==> src/pkg/prx_pkg.sv <==
/*
  Shared constants of the proximity measurement configuration block:
  register offsets, reset values, field positions and timing counts.
  Assumes a 100 MHz reference clock and a register port fed by the
  serial bus front end outside this block.
*/
// Notes on behaviour
// - Integration lasts 256 minus integration_time steps of 2.73 ms each.
// - integration_time resets to 0xFF.
// - Wait steps equal 256 minus wait_time, each 2.73 ms.
// - Long-wait bit stretches every wait by twelve.
// - wait_time resets to 0xFF.
// - Four bytes form low and high 16-bit thresholds, reset to zero.
// - Persistence 0 interrupts every cycle; N needs N consecutive out-of-range cycles.
// - Persistence resets to 0x00, so every cycle interrupts.
// - Reduced drive level bit selects the lower LED current range.
// - LED output emits exactly led_pulse_count pulses while accumulating.
// - Drive strength field selects LED current.
// - Gain field sets analog gain 1x, 2x, 4x or 8x.
// - Wait timer runs between cycles only while wait enable is set.
`default_nettype none

package prx_pkg;

  // Register offsets.
  localparam logic [7:0] OFS_INTEG_TIME = 8'h02;
  localparam logic [7:0] OFS_WAIT_TIME = 8'h03;
  localparam logic [7:0] OFS_LOW_THR_LO = 8'h08;
  localparam logic [7:0] OFS_LOW_THR_HI = 8'h09;
  localparam logic [7:0] OFS_HIGH_THR_LO = 8'h0A;
  localparam logic [7:0] OFS_HIGH_THR_HI = 8'h0B;
  localparam logic [7:0] OFS_PERSIST = 8'h0C;
  localparam logic [7:0] OFS_CONFIG = 8'h0D;
  localparam logic [7:0] OFS_PULSE_CNT = 8'h0E;
  localparam logic [7:0] OFS_CONTROL = 8'h0F;

  // Reset values.
  localparam logic [7:0] RST_INTEG_TIME = 8'hFF;
  localparam logic [7:0] RST_WAIT_TIME = 8'hFF;
  localparam logic [7:0] RST_THRESHOLD = 8'h00;
  localparam logic [3:0] RST_PERSIST = 4'h0;
  localparam logic [1:0] RST_CONFIG = 2'h0;
  localparam logic [7:0] RST_PULSE_CNT = 8'h00;
  localparam logic [5:0] RST_CONTROL = 6'h00;

  // Field positions.
  localparam int PERSIST_LSB = 4;
  localparam int CFG_DRIVE_LEVEL_BIT = 0;
  localparam int CFG_LONG_WAIT_BIT = 1;
  localparam int CTRL_GAIN_LSB = 2;
  localparam int CTRL_DIODE_LSB = 4;
  localparam int CTRL_DRIVE_LSB = 6;

  // Timing.
  localparam int CLK_PERIOD_NS = 10;
  localparam int STEP_TIME_US = 2730;
  localparam int STEP_CYCLES = STEP_TIME_US * 1000 / CLK_PERIOD_NS;
  localparam logic [3:0] LONG_WAIT_FACTOR = 4'hC;
  localparam int LED_HALF_NS = 160;
  localparam int LED_HALF_CYCLES = LED_HALF_NS / CLK_PERIOD_NS;

  // Measurement sequencer states.
  typedef enum logic [1:0] {PRX_IDLE, PRX_ACCUM, PRX_INTEG, PRX_WAIT} prx_state_e;

endpackage : prx_pkg

`default_nettype wire

==> src/design/prx_meas_config.sv <==
/*
  Configuration registers and measurement sequencer of the proximity
  engine: timing, thresholds, persistence filter, LED pulsing and the
  analog settings. Assumes the serial bus front end presents a simple
  register port and that the enable bits come from the enable register.
*/
`default_nettype none

module prx_meas_config #(
  parameter int STEP_CYCLES = prx_pkg::STEP_CYCLES,
  parameter int LED_HALF_CYCLES = prx_pkg::LED_HALF_CYCLES
) (
  // Clock and reset.
  input wire logic ref_clk,
  input wire logic reset,
  // Register port.
  input wire logic [7:0] reg_addr,
  input wire logic reg_wr,
  input wire logic [7:0] reg_wdata,
  output logic [7:0] reg_rdata,
  // Enable bits.
  input wire logic power_on,
  input wire logic proximity_enable_bit,
  input wire logic wait_enable,
  // Converter result.
  input wire logic [15:0] prox_count,
  // Analog and LED controls.
  output logic led_driver_output,
  output logic [1:0] led_drive_strength,
  output logic reduced_drive_level_bit,
  output logic [1:0] diode_select,
  output logic [1:0] analog_gain,
  output logic integrating,
  // Events.
  output logic cycle_done,
  output logic prox_interrupt,
  output logic out_of_range
);
  import prx_pkg::*;

  // Integration and wait steps from a two's complement register value.
  function automatic logic [8:0] steps_of(input logic [7:0] v);
    steps_of = 9'h100 - {1'b0, v};
  endfunction : steps_of

  logic [7:0] integration_time_q;
  logic [7:0] wait_time_q;
  logic [15:0] low_thr_q;
  logic [15:0] high_thr_q;
  logic [3:0] persist_q;
  logic [1:0] config_q;
  logic [7:0] led_pulse_count_q;
  logic [5:0] control_q;
  prx_state_e state_q;
  logic [11:0] step_cnt_q;
  logic [11:0] step_target_q;
  logic [7:0] pulses_left_q;
  logic [7:0] pulse_latch_q;
  logic [15:0] half_cnt_q;
  logic [3:0] oor_cnt_q;
  logic long_wait_q;
  logic step;
  logic cycle_end;
  logic oor_now;
  logic start;

  assign start = (state_q == PRX_IDLE) && power_on && proximity_enable_bit;
  assign cycle_end = (state_q == PRX_INTEG) && step && (step_cnt_q + 12'h001 >= step_target_q);
  assign oor_now = (prox_count < low_thr_q) || (prox_count > high_thr_q);

  // Register writes; reserved bits are not stored.
  always_ff @(posedge ref_clk)
  begin
    if (reset)
    begin
      integration_time_q <= RST_INTEG_TIME;
      wait_time_q <= RST_WAIT_TIME;
      low_thr_q <= {RST_THRESHOLD, RST_THRESHOLD};
      high_thr_q <= {RST_THRESHOLD, RST_THRESHOLD};
      persist_q <= RST_PERSIST;
      config_q <= RST_CONFIG;
      led_pulse_count_q <= RST_PULSE_CNT;
      control_q <= RST_CONTROL;
    end
    else if (reg_wr)
    begin
      unique case (reg_addr)
        OFS_INTEG_TIME: integration_time_q <= reg_wdata;
        OFS_WAIT_TIME: wait_time_q <= reg_wdata;
        OFS_LOW_THR_LO: low_thr_q[7:0] <= reg_wdata;
        OFS_LOW_THR_HI: low_thr_q[15:8] <= reg_wdata;
        OFS_HIGH_THR_LO: high_thr_q[7:0] <= reg_wdata;
        OFS_HIGH_THR_HI: high_thr_q[15:8] <= reg_wdata;
        OFS_PERSIST: persist_q <= reg_wdata[PERSIST_LSB +: 4];
        OFS_CONFIG: config_q <= reg_wdata[1:0];
        OFS_PULSE_CNT: led_pulse_count_q <= reg_wdata;
        OFS_CONTROL: control_q <= reg_wdata[7:2];
        default: ;
      endcase
    end
  end

  // Read data is registered; unmapped offsets and reserved bits read zero.
  always_ff @(posedge ref_clk)
  begin
    if (reset)
    begin
      reg_rdata <= 8'h00;
    end
    else
    begin
      unique case (reg_addr)
        OFS_INTEG_TIME: reg_rdata <= integration_time_q;
        OFS_WAIT_TIME: reg_rdata <= wait_time_q;
        OFS_LOW_THR_LO: reg_rdata <= low_thr_q[7:0];
        OFS_LOW_THR_HI: reg_rdata <= low_thr_q[15:8];
        OFS_HIGH_THR_LO: reg_rdata <= high_thr_q[7:0];
        OFS_HIGH_THR_HI: reg_rdata <= high_thr_q[15:8];
        OFS_PERSIST: reg_rdata <= {persist_q, 4'h0};
        OFS_CONFIG: reg_rdata <= {6'h00, config_q};
        OFS_PULSE_CNT: reg_rdata <= led_pulse_count_q;
        OFS_CONTROL: reg_rdata <= {control_q, 2'h0};
        default: reg_rdata <= 8'h00;
      endcase
    end
  end

  // Step pulses of 2.73 ms pace integration and wait.
  prx_step_timer #(
    .STEP_CYCLES(STEP_CYCLES)
  ) u_step (
    .ref_clk(ref_clk),
    .reset(reset),
    .run((state_q == PRX_INTEG) || (state_q == PRX_WAIT)),
    .restart(cycle_end),
    .step(step)
  );

  // Sequencer: accumulate pulses, integrate, then optionally wait.
  always_ff @(posedge ref_clk)
  begin
    if (reset || !power_on || !proximity_enable_bit)
    begin
      state_q <= PRX_IDLE;
      step_cnt_q <= 12'h000;
      step_target_q <= 12'h000;
    end
    else
    begin
      unique case (state_q)
        PRX_IDLE:
        begin
          state_q <= PRX_ACCUM;
          step_cnt_q <= 12'h000;
          step_target_q <= {3'h0, steps_of(integration_time_q)};
        end
        PRX_ACCUM:
        begin
          if (pulses_left_q == 8'h00 && !led_driver_output)
          begin
            state_q <= PRX_INTEG;
          end
        end
        PRX_INTEG:
        begin
          if (cycle_end)
          begin
            step_cnt_q <= 12'h000;
            if (wait_enable)
            begin
              state_q <= PRX_WAIT;
              step_target_q <= long_wait_q ?
                12'(steps_of(wait_time_q) * LONG_WAIT_FACTOR) :
                {3'h0, steps_of(wait_time_q)};
            end
            else
            begin
              state_q <= PRX_IDLE;
            end
          end
          else if (step)
          begin
            step_cnt_q <= step_cnt_q + 12'h001;
          end
        end
        PRX_WAIT:
        begin
          if (!wait_enable || (step && step_cnt_q + 12'h001 >= step_target_q))
          begin
            state_q <= PRX_IDLE;
          end
          else if (step)
          begin
            step_cnt_q <= step_cnt_q + 12'h001;
          end
        end
      endcase
    end
  end

  always_ff @(posedge ref_clk)
  begin
    if (reset)
    begin
      led_drive_strength <= 2'h0;
      reduced_drive_level_bit <= 1'b0;
      diode_select <= 2'h0;
      analog_gain <= 2'h0;
      pulse_latch_q <= 8'h00;
      long_wait_q <= 1'b0;
    end
    else if (start)
    begin
      led_drive_strength <= control_q[CTRL_DRIVE_LSB - 2 +: 2];
      reduced_drive_level_bit <= config_q[CFG_DRIVE_LEVEL_BIT];
      diode_select <= control_q[CTRL_DIODE_LSB - 2 +: 2];
      analog_gain <= control_q[CTRL_GAIN_LSB - 2 +: 2];
      pulse_latch_q <= led_pulse_count_q;
      long_wait_q <= config_q[CFG_LONG_WAIT_BIT];
    end
  end

  always_ff @(posedge ref_clk)
  begin
    if (reset || state_q != PRX_ACCUM)
    begin
      led_driver_output <= 1'b0;
      half_cnt_q <= 16'h0000;
      pulses_left_q <= start ? led_pulse_count_q : 8'h00;
    end
    else if (half_cnt_q == 16'(LED_HALF_CYCLES - 1))
    begin
      half_cnt_q <= 16'h0000;
      if (led_driver_output)
      begin
        led_driver_output <= 1'b0;
      end
      else if (pulses_left_q != 8'h00)
      begin
        led_driver_output <= 1'b1;
        pulses_left_q <= pulses_left_q - 8'h01;
      end
    end
    else
    begin
      half_cnt_q <= half_cnt_q + 16'h0001;
    end
  end

  always_ff @(posedge ref_clk)
  begin
    if (reset || !proximity_enable_bit)
    begin
      oor_cnt_q <= 4'h0;
      prox_interrupt <= 1'b0;
      cycle_done <= 1'b0;
      out_of_range <= 1'b0;
      integrating <= 1'b0;
    end
    else
    begin
      integrating <= (state_q == PRX_ACCUM) || (state_q == PRX_INTEG);
      cycle_done <= cycle_end;
      prox_interrupt <= 1'b0;
      if (cycle_end)
      begin
        out_of_range <= oor_now;
        if (!oor_now)
        begin
          oor_cnt_q <= 4'h0;
        end
        else if (oor_cnt_q != 4'hF)
        begin
          oor_cnt_q <= oor_cnt_q + 4'h1;
        end
        if (persist_q == 4'h0)
        begin
          prox_interrupt <= 1'b1;
        end
        else if (oor_now && (oor_cnt_q + 4'h1 >= persist_q || oor_cnt_q == 4'hF))
        begin
          prox_interrupt <= 1'b1;
        end
      end
    end
  end

  // Helper: LED rising edges counted through one accumulation phase.
  logic [8:0] edge_cnt_q;
  logic led_prev_q;
  always_ff @(posedge ref_clk)
  begin
    if (reset || state_q == PRX_IDLE)
    begin
      edge_cnt_q <= 9'h000;
      led_prev_q <= 1'b0;
    end
    else
    begin
      led_prev_q <= led_driver_output;
      if (led_driver_output && !led_prev_q)
      begin
        edge_cnt_q <= edge_cnt_q + 9'h001;
      end
    end
  end

  integ_reset_a: assert property (@(posedge ref_clk)
    $past(reset) |-> integration_time_q == 8'hFF)
    else $error("integration time not 0xFF after reset");
  wait_reset_a: assert property (@(posedge ref_clk)
    $past(reset) |-> wait_time_q == 8'hFF)
    else $error("wait time not 0xFF after reset");
  thresh_reset_a: assert property (@(posedge ref_clk)
    $past(reset) |-> low_thr_q == 16'h0000 && high_thr_q == 16'h0000)
    else $error("thresholds not zero after reset");
  persist_reset_a: assert property (@(posedge ref_clk)
    $past(reset) |-> persist_q == 4'h0)
    else $error("persistence not zero after reset");
  every_cycle_irq_a: assert property (@(posedge ref_clk) disable iff (reset)
    cycle_end && persist_q == 4'h0 && proximity_enable_bit |=> prox_interrupt)
    else $error("no interrupt with persistence zero");
  in_range_clear_a: assert property (@(posedge ref_clk) disable iff (reset)
    cycle_end && !oor_now && proximity_enable_bit |=> oor_cnt_q == 4'h0)
    else $error("in-range cycle did not clear counter");
  wait_length_a: assert property (@(posedge ref_clk) disable iff (reset)
    state_q == PRX_WAIT && $past(state_q) == PRX_INTEG |->
    step_target_q == (long_wait_q ?
    12'(steps_of($past(wait_time_q)) * LONG_WAIT_FACTOR) :
    {3'h0, steps_of($past(wait_time_q))}))
    else $error("wait step target wrong");
  no_wait_off_a: assert property (@(posedge ref_clk) disable iff (reset)
    cycle_end && !wait_enable |=> state_q != PRX_WAIT)
    else $error("waited with wait disabled");
  pulse_total_a: assert property (@(posedge ref_clk) disable iff (reset)
    state_q == PRX_INTEG && $past(state_q) == PRX_ACCUM |-> edge_cnt_q == {1'b0, pulse_latch_q})
    else $error("LED pulse count mismatch");
  gain_stable_a: assert property (@(posedge ref_clk) disable iff (reset)
    state_q == PRX_INTEG |-> $stable(analog_gain) && $stable(led_drive_strength))
    else $error("analog setting changed mid-cycle");
  integ_length_a: assert property (@(posedge ref_clk) disable iff (reset)
    state_q == PRX_ACCUM && $past(state_q) == PRX_IDLE |->
    step_target_q == {3'h0, steps_of($past(integration_time_q))})
    else $error("integration step target wrong");

endmodule : prx_meas_config

`default_nettype wire

==> src/design/prx_step_timer.sv <==
/*
  Step timer: produces a one-cycle enable pulse every STEP_CYCLES
  clocks while run is high. Assumes one clock and a synchronous reset.
*/
`default_nettype none

module prx_step_timer #(
  parameter int STEP_CYCLES = 273000
) (
  // Clock and reset.
  input wire logic ref_clk,
  input wire logic reset,
  // Control.
  input wire logic run,
  input wire logic restart,
  // Step pulse.
  output logic step
);
  import prx_pkg::*;

  logic [19:0] div_q;

  // Divider restarts at every phase so the first step is a full one.
  always_ff @(posedge ref_clk)
  begin
    if (reset || restart || !run)
    begin
      div_q <= 20'h00000;
      step <= 1'b0;
    end
    else if (div_q == 20'(STEP_CYCLES - 1))
    begin
      div_q <= 20'h00000;
      step <= 1'b1;
    end
    else
    begin
      div_q <= div_q + 20'h00001;
      step <= 1'b0;
    end
  end

endmodule : prx_step_timer

`default_nettype wire

==> config.mk <==
export PLATFORM = sky130hd
export DESIGN_NAME = prx_meas_config
export DESIGN_NICKNAME = d
export VERILOG_FILES = /design/src/pkg/prx_pkg.sv /design/src/design/prx_meas_config.sv /design/src/design/prx_step_timer.sv
export SDC_FILE = /design/constraint.sdc
export NUM_CORES = 1
export LEC_CHECK = 0
export ABC_CLOCK_PERIOD_IN_PS = 3700
export BUFFER_PORTS_ARGS = -buffer_cell sky130_fd_sc_hd__buf_2
export CAP_MARGIN = 20
export CORE_MARGIN = 2
export CORE_UTILIZATION = 37
export DETAILED_ROUTE_END_ITERATION = 12
export GPL_TIMING_DRIVEN = 0
export PLACE_DENSITY_LB_ADDON = 0.25
export SLEW_MARGIN = 20
export SYNTH_ARGS = -nofsm -noshare
export SYNTH_HDL_FRONTEND = slang
export SYNTH_SLANG_ARGS = --single-unit
==> constraint.sdc <==
create_clock -name ref_clk -period 3.7 [get_ports ref_clk]
set_input_delay 0.185 -clock ref_clk [delete_from_list [all_inputs] [get_ports ref_clk]]
set_output_delay 0.185 -clock ref_clk [all_outputs]
set_load 0.005 [all_outputs]
==> metrics list, run 1 <==
* Run status: finished, final reports clean
- In the final layout, the share of cells above drive strength 1 is 10.5%.
- Die area: 25,700 um^2
- The first global-routing pass estimated 36,200 um of wire.
- Synthesis produced 1,062 cells.
- DRC marker count from the first detailed-route iteration: 435
- After detailed routing, the number of remaining DRC violations is 0.
- The tree is rooted in a sky130_fd_sc_hd__clkbuf_16.
- For this run, the share of the core covered by cells in the final layout is 42.6%.
- In the layout the commonest cells are 156 x sky130_fd_sc_hd__dfxtp_1, 133 x sky130_fd_sc_hd__nor2_1, 117 x sky130_fd_sc_hd__nand2_1.
- The H-tree generated during clock tree synthesis spans 4 levels.
- Post-route clock skew: 0.0211 ns
- Across the VDD grid, the largest voltage drop is 0.000289 V.
- The tool flagged a number of max-cap violations equal to 0.
- Entering global routing, the biggest net connects 18 pins.
- In this run the horizontal extent of the chip is 160 um.
* Final antenna diode count: 0
- Actual slew at the worst max-slew pin: 1.07 ns
- Dpl cells: 1,433
- The final critical path takes up 95.5% of the cycle.
- The count of buffers added on input and output ports is 47.
- The wire-length estimate of the detail-placed layout is 16,800 um.
- The most used flip-flop cell after synthesis is sky130_fd_sc_hd__dfxtp_1.
- The congestion estimate from routability-driven global placement came to 0.869.
- Number of buffers between clock root and the deepest sink: 2
* Vias in the first global route: 7,105
- Global routing used 17.5% of the available tracks.
* Clk slew on worst S/H paths: 0.07 ns
* Asr flop ratio synth: 0%
- The number of hold violations in the final report came to 0.
- 58 I/O pins were placed.
- Count of clock tree sinks: 164
- Yosys warns: 0
* Leakage power figure: 0.00400 uW
- Register area: 3360 um^2
- Area of the multi-input gates: 5270 um^2
* Routed WL: 22,500 um
* Slack of the worst reg-to-reg path: 0.17 ns
- The synthesized netlist occupies a cell area of 9050 um^2.
* Net count of the mapped netlist: 1,169
- Along the worst path, the maximum fanout reaches 10.
- Summed over all instances, the cell type with the most area after synthesis is sky130_fd_sc_hd__dfxtp_1.
* Most common library cell in the layout ignoring fill and taps: sky130_fd_sc_hd__dfxtp_1
* Die Height: 160 um
- The worst setup path is captured at a flop.
- Area Overhead vs Synth: 13.9%
- The worst path needs 3.53 ns of the cycle, external delays included.
- Synth top area cells: sky130_fd_sc_hd__dfxtp_1 34%, sky130_fd_sc_hd__ha_1 9.4%, sky130_fd_sc_hd__mux2i_1 6.3%, sky130_fd_sc_hd__nor2_1 5.6%, sky130_fd_sc_hd__nand2_1 4.9%
- Number of storage elements in the synthesis netlist: 164
- Mean Syn Cell Area: 8.52 um^2
* Antenna violations before repair: 0
- Achievable Freq: 283 MHz
- Nets@finish: 1,235
* Count of antenna-violating nets left after detailed routing: 0
- The critical path in this run is classified as reg2reg.
- STA puts the critical path data arrival time at 3.87 ns.
- Filler cell count: 2,413
- Share of the synthesized area in the top cell type: 34.5%
* Number of buffers added by the clock tree synthesis step: 17
* Area of the placeable core: 24,200 um^2
* Starting density of the core: 37.4%
- Areal power density over the cells: 367 nW/um^2
- The startpoint identified for the worst hold timing path is proximity_enable_bit.
- Via count of the routed design: 7,487
* Latest clock arrival within the worst-skew pair: 0.45 ns
* Count of flip-flops with a built-in enable after synthesis: 8
- Setup repair after global routing could not meet its margin everywhere.
- Leaving out filler cells and counting taps, the final layout contains 1,465.
- Post-CTS repair timing setup buffer count: 0
- TritonCTS built the clock tree.
* Ratio of routed vias to standard cells: 5.11
- STA classifies the critical path startpoint as a flop.
- Routed length per instance: 15.3 um
- Worst flop-to-flop path startpoint: step_cnt_q[0]$_SDFFE_PP0P_
* Share of the yosys chip area belonging to registers: 37.2%
- Max-slew violation total from the final report: 0
- Distinct cell type count after synthesis: 61
- In this run the tightest slew margin relative to its limit is 28.4%.
- In this run the core area contains 57 standard-cell rows.
- Total iterations of the first detailed-routing run: 5
- Data on the critical path is required at its endpoint by 4.04 ns.
* Critical Path Source: step_cnt_q[0]$_SDFFE_PP0P_
* Final count of negative-setup-slack endpoints: 0
- For this run the aggregate overflow at the end of global routing stands at 0.
* Worst min-delay path class: in2reg
stage by stage:
step           power (uW)  setup slack, ns  hold slack [ns]  setup TNS (ns)  cell area [um^2]
2_1_floorplan        1970            0.554            0.380               0              9050
3_5_place_dp         2040           0.0528            0.447               0              9690
6_report             3790            0.167            0.101               0             10300
5_1_grt              3920          -0.0406            0.141         -0.0406             10300
3_3_place_gp         2040           0.0442            0.441               0              9690
4_1_cts              3820           0.0307            0.104               0             10300
flip-flops by register name, summed over array words and instances, names as in the netlist, 4 cells and up:
signal	cells
pulses_left_q	8
step_target_q	12
control_q	6
low_thr_q	16
oor_cnt_q	4
integration_time_q	8
wait_time_q	8
persist_q	4
step_cnt_q	12
u_step.div_q	20
half_cnt_q	16
high_thr_q	16
led_pulse_count_q	8
reg_rdata	8
power by group:
| part | internal (uW) | switching, uW |
|---|---|---|
| registers | 1790 | 7.58 |
| logic | 72.8 | 137 |
| clock network | 953 | 832 |
| total | 2810 | 976 |
logic make-up (layout without fill, tap and decap cells):
logic type	after synthesis	after routing	synth area share [%]
xor+xnor	62	62	6.00
fa+ha+maj	69	69	9.62
buf+inv	115	194	4.84
compound gates	168	168	11.7
mux	70	70	8.91
simple gates	414	414	21.8
flops	164	164	37.2
cells in the mapped netlist (5+ instances only):
cell,count
sky130_fd_sc_hd__dfxtp_1,156
sky130_fd_sc_hd__nor2_1,134
sky130_fd_sc_hd__nand2_1,117
sky130_fd_sc_hd__inv_1,71
sky130_fd_sc_hd__ha_1,68
sky130_fd_sc_hd__a21oi_1,57
sky130_fd_sc_hd__mux2i_1,57
sky130_fd_sc_hd__nand3_1,46
sky130_fd_sc_hd__o21ai_0,36
sky130_fd_sc_hd__clkbuf_1,34
sky130_fd_sc_hd__xnor2_1,31
sky130_fd_sc_hd__xor2_1,31
sky130_fd_sc_hd__nor2b_1,17
sky130_fd_sc_hd__nand4_1,15
sky130_fd_sc_hd__and3_1,14
sky130_fd_sc_hd__nor3_1,12
sky130_fd_sc_hd__a22oi_1,11
sky130_fd_sc_hd__o211ai_1,11
sky130_fd_sc_hd__nor4_1,9
sky130_fd_sc_hd__a211oi_1,8
sky130_fd_sc_hd__edfxtp_1,8
sky130_fd_sc_hd__mux4_2,8
sky130_fd_sc_hd__nand2b_1,8
sky130_fd_sc_hd__a22o_1,7
sky130_fd_sc_hd__or2_2,7
sky130_fd_sc_hd__a21o_1,6
sky130_fd_sc_hd__or3_1,6
sky130_fd_sc_hd__a31oi_1,5
sky130_fd_sc_hd__and2_1,5
sky130_fd_sc_hd__and4_1,5
sky130_fd_sc_hd__buf_2,5
sky130_fd_sc_hd__mux2_2,5
sky130_fd_sc_hd__or4_1,5
layer usage:
layer	vias to the layer above	part of all wire, %	global-route usage (%)
met3	17	3.3	2.74
met2	138	46	29.1
met4	0	1.2	4.46
met5	-	0	0
met1	3509	50	23.9
li1	3823	-	-
final cells by class:
type                    instances  area share (%)
multi-input cells             783            51.1
flip-flops and latches        164            32.6
clock buffers                  19            4.50
well taps                     324            3.93
inverters                      72            2.62
repair buffers                 47            2.28
plain buffers                  43            1.72
clock inverters                13            1.24
final timing paths:
kind                                   end  depth (start not counted)
max reg2reg     step_cnt_q[4]$_SDFFE_PP0P_                         14
min reg2reg  step_target_q[7]$_SDFFE_PP0P_                          2
min              out_of_range$_SDFFE_PP0P_                          3
max             step_cnt_q[4]$_SDFFE_PP0P_                         14
worst max-delay path, stage by stage, from the launching register on:
cell and delay [ns]:
sky130_fd_sc_hd__dfxtp_1 0.42, sky130_fd_sc_hd__and3_1 0.26, sky130_fd_sc_hd__and3_1 0.22, sky130_fd_sc_hd__and3_1 0.23, sky130_fd_sc_hd__nor2b_1 0.07, sky130_fd_sc_hd__or2_2 0.31
sky130_fd_sc_hd__ha_1 0.31, sky130_fd_sc_hd__a21oi_1 0.15, sky130_fd_sc_hd__o21ai_0 0.13, sky130_fd_sc_hd__nor2b_1 0.17, sky130_fd_sc_hd__a211o_1 0.33, sky130_fd_sc_hd__nor3_1 0.30
sky130_fd_sc_hd__clkbuf_4 0.27, sky130_fd_sc_hd__a21oi_1 0.08, sky130_fd_sc_hd__a311oi_1 0.23
what timing repair did:
action,4_1_cts,5_1_grt
endpoints found under the hold margin,0,0
hold buffers,0,0
setup endpoints to repair,0,42
gates resized for setup,0,15
(Power assumes the default switching activity.)
==> run 2, diff against run 1 <==
- CORE_ASPECT_RATIO: unset -> 1.1
==> metrics list, run 2 (synthesis gave the netlist of run 1 again) <==
- The final layout contains routed wiring with a total length of 22,600 um.
* Starting density of the core: 37.3%
- In the routed design, unresolved DRC markers number 0.
- Hold violation count in the final report: 0
- Worst Path Max Fanout: 10
- Overall Power: 3980 uW
- Routed length per instance: 15.6 um
* Nets@finish: 1,237
* Crit path capture: step_cnt_q[4]$_SDFFE_PP0P_
- Summed over all layers, the global routing overflow is 0.
- Once detail routing completed, the nets flagged for antenna violations numbered 0.
- Clock-pin slew was measured on the worst setup and hold paths at 0.06 ns.
- Max-slew violation total from the final report: 0
- Instance count on the critical path: 14
- The detailed router finished its first iteration with 361 violations.
- Global placer's final weighted congestion: 0.827
- Latest clock arrival within the worst-skew pair: 0.43 ns
- Antenna violations before repair: 0
- In this run the register-to-register setup slack is 0.27 ns.
* Number of violations of the max-capacitance limit: 0
- Setup slack after layout: 0.273 ns
* Bufs and invs on worst path: 1
- Final clock period utilization by the worst path: 92.6%
- Worst flop-to-flop path startpoint: step_cnt_q[0]$_SDFFE_PP0P_
- Leaving out fill and tap cells, the most frequent cell in the layout is sky130_fd_sc_hd__dfxtp_1.
- The cell that appears most often on the critical path is sky130_fd_sc_hd__and3_1.
- The floorplan step defined a die boundary enclosing 25,700 um^2.
- The worst path needs 3.43 ns of the cycle, external delays included.
* Pin count of the biggest net entering global routing: 17
- The first detailed-routing pass ran for 5 iterations.
* Slowest-stage cell, CP: sky130_fd_sc_hd__dfxtp_1
- After routing, the total negative slack on setup checks comes to 0 ns.
* TritonCTS clock tree: built
* Worst min-delay path class: in2reg
- Achievable Freq: 292 MHz
* Area Overhead vs Synth: 14.7%
* Maximum level of the CTS H-tree: 4
- The largest single stage delay on the critical path is 0.42 ns.
- Critical Path RT: 4.04 ns
- # rows: 60
- Between clock sinks in the finished design, the worst skew comes to 0.0117 ns.
- Via count of the routed design: 7,489
- Detailed placement ended at an HPWL of 17,300 um.
- Vias in the first global route: 7,290
- Walking the worst path, the cells encountered are and3_1 > and3_1 > and3_1 > nor2b_1 > or2_2 > ha_1 > a21oi_1 > o21ai_0 > nor2b_1 > a211o_2 > nor3_2 > clkbuf_4 > a21oi_1 > a311oi_1.
- In the layout the commonest cells are 156 x sky130_fd_sc_hd__dfxtp_1, 133 x sky130_fd_sc_hd__nor2_1, 117 x sky130_fd_sc_hd__nand2_1.
* Critical Path Source: step_cnt_q[0]$_SDFFE_PP0P_
- Among cell families on the critical path, the largest total delay comes from simple AND/OR/NAND/NOR gates.
- For the worst setup path, the data arrival time is 3.76 ns.
* Worst reg2reg path endpoint: step_cnt_q[4]$_SDFFE_PP0P_
* Number of buffers added by the clock tree synthesis step: 17
- Setup violations remaining at the end of the flow were counted as 0.
* Overall routing resource usage: 18.0%
- Register containing the most flip-flops in the final layout: u_step.div_q
* Post-placement worst setup slack: 0.0517 ns
* Maximum ir drop on the vdd rail: 0.000243 V
- The clock passes through at most 2 buffers.
- 0 antenna diodes ended up in the layout.
- Leakage power figure: 0.00404 uW
- 58 I/O pins were placed.
* Setup crit end kind: flop
- The count of buffers added on input and output ports is 47.
- Die Height: 168 um
* Setup repair after global routing missed its margin: false
* Run status: finished, final reports clean
- The register with the most flip-flops in the layout has 20 of them.
* Fraction of final layout cells sized beyond drive strength 1: 10.6%
- Areal power density over the cells: 384 nW/um^2
- CP Launch Type: flop
- Depth of the worst register-to-register path: 14
* Actual slew at the worst max-slew pin: 0.976 ns
- Clk Tree Root Cell: sky130_fd_sc_hd__clkbuf_16
- Type of the setup path with the least slack: reg2reg
- Global-route wire length before repair: 37,300 um
* Die width: 153 um
- In this run the standard cell core region covers 24,200 um^2.
* Ratio of routed vias to standard cells: 5.15
* Worst relative slew slack: 34.4%
- For this design, the sink count on the clock tree is 164.
[run 2: changes by cell type in the layout (fill, tap and decap cells not counted), sizes merged]
cell | previous run | this run
bufinv | 0 | 5
inv | 80 | 73
clkinvlp | 2 | 1
clkbuf | 54 | 57
buf | 55 | 57
[run 2: through the flow]
step | cells | utilization [%] | hold WS [ns] | cell area, um^2
floorplan | 1062 | - | 0.380 | 9050
global placement | 1419 | 39.9 | 0.440 | 9680
detailed placement | 1419 | 39.9 | 0.445 | 9680
CTS | 1451 | 42.6 | 0.0985 | 10300
global route | 1453 | 42.8 | 0.139 | 10400
finish | 1453 | 42.8 | 0.112 | 10400
[run 2: tightest hold or removal path: stages]
cell                      delay [ns]
sky130_fd_sc_hd__buf_2          0.12
sky130_fd_sc_hd__nand2_1        0.13
sky130_fd_sc_hd__nor2_1         0.06
[run 2: what timing repair did]
| item | 4_1_cts | 5_1_grt |
|---|---|---|
| gates resized for setup | 0 | 21 |
| setup endpoints to repair | 0 | 42 |
| setup buffers | 0 | 2 |
| hold buffers | 0 | 0 |
[run 2: layout make-up]
type | count | area [um^2]
clock buffers | 22 | 464
inverters | 72 | 270
multi-input cells | 783 | 5270
well taps | 310 | 388
flip-flops and latches | 164 | 3360
plain buffers | 43 | 183
repair buffers | 49 | 250
clock inverters | 10 | 193
fillers | 2479 | 13900
[run 2: worst min path at each step]
stage	slack [ns]	to	cells past startpoint	start
4_1_cts	0.1	out_of_range$_SDFFE_PP0P_	3	proximity_enable_bit
5_1_grt	0.14	oor_cnt_q[1]$_SDFFE_PP0P_	3	proximity_enable_bit
3_5_place_dp	0.45	step_target_q[5]$_SDFFE_PP0P_	2	step_target_q[5]$_SDFFE_PP0P_
2_1_floorplan	0.38	oor_cnt_q[2]$_SDFFE_PP0P_	2	proximity_enable_bit
3_3_place_gp	0.44	u_step.div_q[0]$_SDFF_PP0_	1	u_step.div_q[0]$_SDFF_PP0_
6_report	0.11	oor_cnt_q[1]$_SDFFE_PP0P_	3	proximity_enable_bit
[run 2: power breakdown]
group / internal [uW] / total, uW / switching, uW
registers: 1790 / 1790 / 7.52
clock network: 1240 / 1980 / 737
logic: 74.4 / 211 / 137
total: 3100 / 3980 / 881
[run 2: layer usage]
metal,part of all wire [%],global-route usage [%],up-vias
li1,-,-,3839
met1,46,22.4,3471
met2,48,31.6,152
met3,3.7,2.70,27
met4,2.1,6.20,0
met5,0,0,-
==> run 3, diff against run 2 <==
- GPL_TIMING_DRIVEN: 0 -> unset
==> metrics list, run 3 (synthesis gave the netlist of run 1 again) <==
- The via count of the first global-routing pass was 7,138.
- Entering global routing, the biggest net connects 63 pins.
- Final count of negative-setup-slack endpoints: 0
- In the final layout, flip-flops and latches occupy 3360 um^2.
* Met3 layer wire length in the routed design: 710 um
* Bufs and invs on worst path: 0
* Count of antenna-violating nets left after detailed routing: 0
- Final sum of negative setup slack: 0 ns
- Global-route wire length before repair: 36,500 um
* Areal power density over the cells: 363 nW/um^2
- Ratio of routed vias to standard cells: 5.16
* Number of violations of the max-capacitance limit: 0
* Input/output buffers: 57
- The analysis attributes to cell leakage a power of 0.00398 uW.
* TritonCTS clock tree: built
* Register containing the most flip-flops in the final layout: u_step.div_q
* Antenna violations before repair: 0
- Once the clock tree was built, the resizer swapped 0 gates to a different size.
* Actual slew at the worst max-slew pin: 0.919 ns
- Combinational logic burns 5.5% of the power.
* CP Launch Type: flop
- Filler cell count: 2,476
* Routed WL: 21,900 um
- In this run switching power makes up 24.4% of total power.
* Area of the placeable core: 24,200 um^2
* I/O pin count: 58
- Across the VDD grid, the largest voltage drop is 0.000247 V.
* Type of the setup path with the least slack: reg2reg
- After detailed routing, the met2 layer carries 10,400 um of wire.
* Area of the multi-input gates: 5250 um^2
- Final clock period utilization by the worst path: 92.4%
* Share of total power in sequential cells: 48.6%
- The max-slew violation count was 0.
- Flip-flop count of the largest register, all copies and words added: 20
* Top layer reached by signal wires: met4
* Critical path cell sequence: and3_1 > and3_1 > and3_1 > nor2b_1 > or2_2 > ha_1 > a21oi_1 > o21ai_0 > a22oi_1 > a21boi_1 > nand2b_1 > o31ai_1 > a32o_1
- The first detailed-routing pass ran for 6 iterations.
- Number of buffers added by the clock tree synthesis step: 17
- Cell internal power was estimated by the tool at 2790 uW.
- Net switching component of the power: 899 uW
- From synthesis to final layout, the design area changed by 12.4%.
- The die is 168 um tall.
- Global placer's final weighted congestion: 0.793
- The post-route netlist has 10.9% of its cells at a drive strength greater than 1.
- Nets@finish: 1,210
- Setup slack after layout: 0.280 ns
- Starting density of the core: 37.3%
- At the worst endpoint, the required time is 4.03 ns.
- The library cells used most frequently in the layout, excluding fill and tap cells, are 156 x sky130_fd_sc_hd__dfxtp_1, 134 x sky130_fd_sc_hd__nor2_1, 117 x sky130_fd_sc_hd__nand2_1.
- Largest incremental delay on the critical path: 0.59 ns
- The cell that appears most often on the critical path is sky130_fd_sc_hd__and3_1.
- Overall routing resource usage: 17.4%
- For the worst-skew pair, the clock arrives at the later sink with an insertion delay of 0.43 ns.
- Total gr overflow: 0
- Setup repair after global routing missed its margin: false
- From left edge to right edge, the die measures 153 um.
* DRC marker count from the first detailed-route iteration: 375
- 0 antenna diodes ended up in the layout.
- The die covers 25,700 um^2.
- In this run the register-to-register setup slack is 0.28 ns.
* Setup crit end kind: flop
- In the routed design, unresolved DRC markers number 0.
- CTS built an H-tree with a depth of 4.
- Measured against its own limit, the worst slew margin works out to 38.2%.
- Hold violation count in the final report: 0
* # rows: 60
* Met1 routed wirelength after detailed routing: 10,400 um
- Clock-pin slew was measured on the worst setup and hold paths at 0.06 ns.
* Post-CTS repair timing setup buffer count: 0
* Hold-fix buffers, CTS: 0
- The library cell used most frequently in the layout, excluding fill and tap cells, is sky130_fd_sc_hd__dfxtp_1.
- Total half-perimeter wirelength after legalization and detailed placement: 16,300 um
- Crit path time final: 3.42 ns
- The min-delay analysis places its worst path in the category in2reg.
- Timing analysis after detailed placement gives a worst setup slack of 0.299 ns.
* Top Family by Delay on Critical Path: compound AO/OA/AOI/OAI gates
- Among all stages on the critical path, the largest delay is contributed by sky130_fd_sc_hd__a21boi_1.
* Via count of the routed design: 7,365
- Worst Path Max Fanout: 8
- Clk Tree Root Cell: sky130_fd_sc_hd__clkbuf_16
* CP Data Arrival Time: 3.75 ns
- Number of buffers between clock root and the deepest sink: 2
- Post-route clock skew: 0.0102 ns
* Routed length per instance: 15.4 um
* Achievable Freq: 292 MHz
* Count of clock tree sinks: 164
- Clk network pwr share: 45.8%
- Run status: finished, final reports clean
[run 3: power groups by stage]
stage	sequential, uW	clock, uW	combinational (uW)
final	1790	1690	204
after CTS	1790	1730	206
after global routing	1790	1820	231
after global placement	1830	0	202
after floorplan	1830	0	134
after detailed placement	1830	0	205
[run 3: stage by stage]
step | total power [uW] | cells | cell area [um^2] | util (%) | hold WS (ns)
floorplan | 1970 | 1062 | 9050 | - | 0.380
global placement | 2040 | 1394 | 9620 | 39.7 | 0.441
detailed placement | 2040 | 1394 | 9620 | 39.7 | 0.448
CTS | 3730 | 1426 | 10200 | 42.0 | 0.118
global route | 3840 | 1426 | 10200 | 42.0 | 0.121
finish | 3690 | 1426 | 10200 | 42.0 | 0.134
[run 3: cell type report]
cell class / count / share of cell area (%)
clock buffer: 18 / 4.22
clock inverter: 14 / 1.27
inverter: 72 / 2.66
multi-input combinational: 783 / 51.6
sequential: 164 / 33.1
tap: 310 / 3.81
timing repair buffer: 65 / 3.39
[run 3: per-layer routing]
metal  up-vias  global-route usage [%]
li1       3782                       -
met1      3429                    22.4
met2       133                    29.7
met3        21                    3.22
met4         0                    5.15
met5         -                       0
[run 3: worst reg2reg max path: stages (launching register included)]
cell and delay, ns:
sky130_fd_sc_hd__dfxtp_1 0.40, sky130_fd_sc_hd__and3_1 0.26, sky130_fd_sc_hd__and3_1 0.21, sky130_fd_sc_hd__and3_1 0.22, sky130_fd_sc_hd__nor2b_1 0.07, sky130_fd_sc_hd__or2_2 0.30
sky130_fd_sc_hd__ha_1 0.31, sky130_fd_sc_hd__a21oi_1 0.14, sky130_fd_sc_hd__o21ai_0 0.13, sky130_fd_sc_hd__a22oi_1 0.16, sky130_fd_sc_hd__a21boi_1 0.59, sky130_fd_sc_hd__nand2b_1 0.23
sky130_fd_sc_hd__o31ai_1 0.08, sky130_fd_sc_hd__a32o_1 0.21
[run 3: final timing paths]
| kind | from | end | depth (start not counted) |
|---|---|---|---|
| worst max-delay path | step_cnt_q[0]$_SDFFE_PP0P_ | oor_cnt_q[0]$_SDFFE_PP0P_ | 13 |
| worst min-delay path | reg_wdata[3] | integration_time_q[3]$_SDFFE_PP1P_ | 3 |
| worst max register to register | step_cnt_q[0]$_SDFFE_PP0P_ | oor_cnt_q[0]$_SDFFE_PP0P_ | 13 |
| worst min register to register | step_target_q[2]$_SDFFE_PP0P_ | step_target_q[2]$_SDFFE_PP0P_ | 2 |
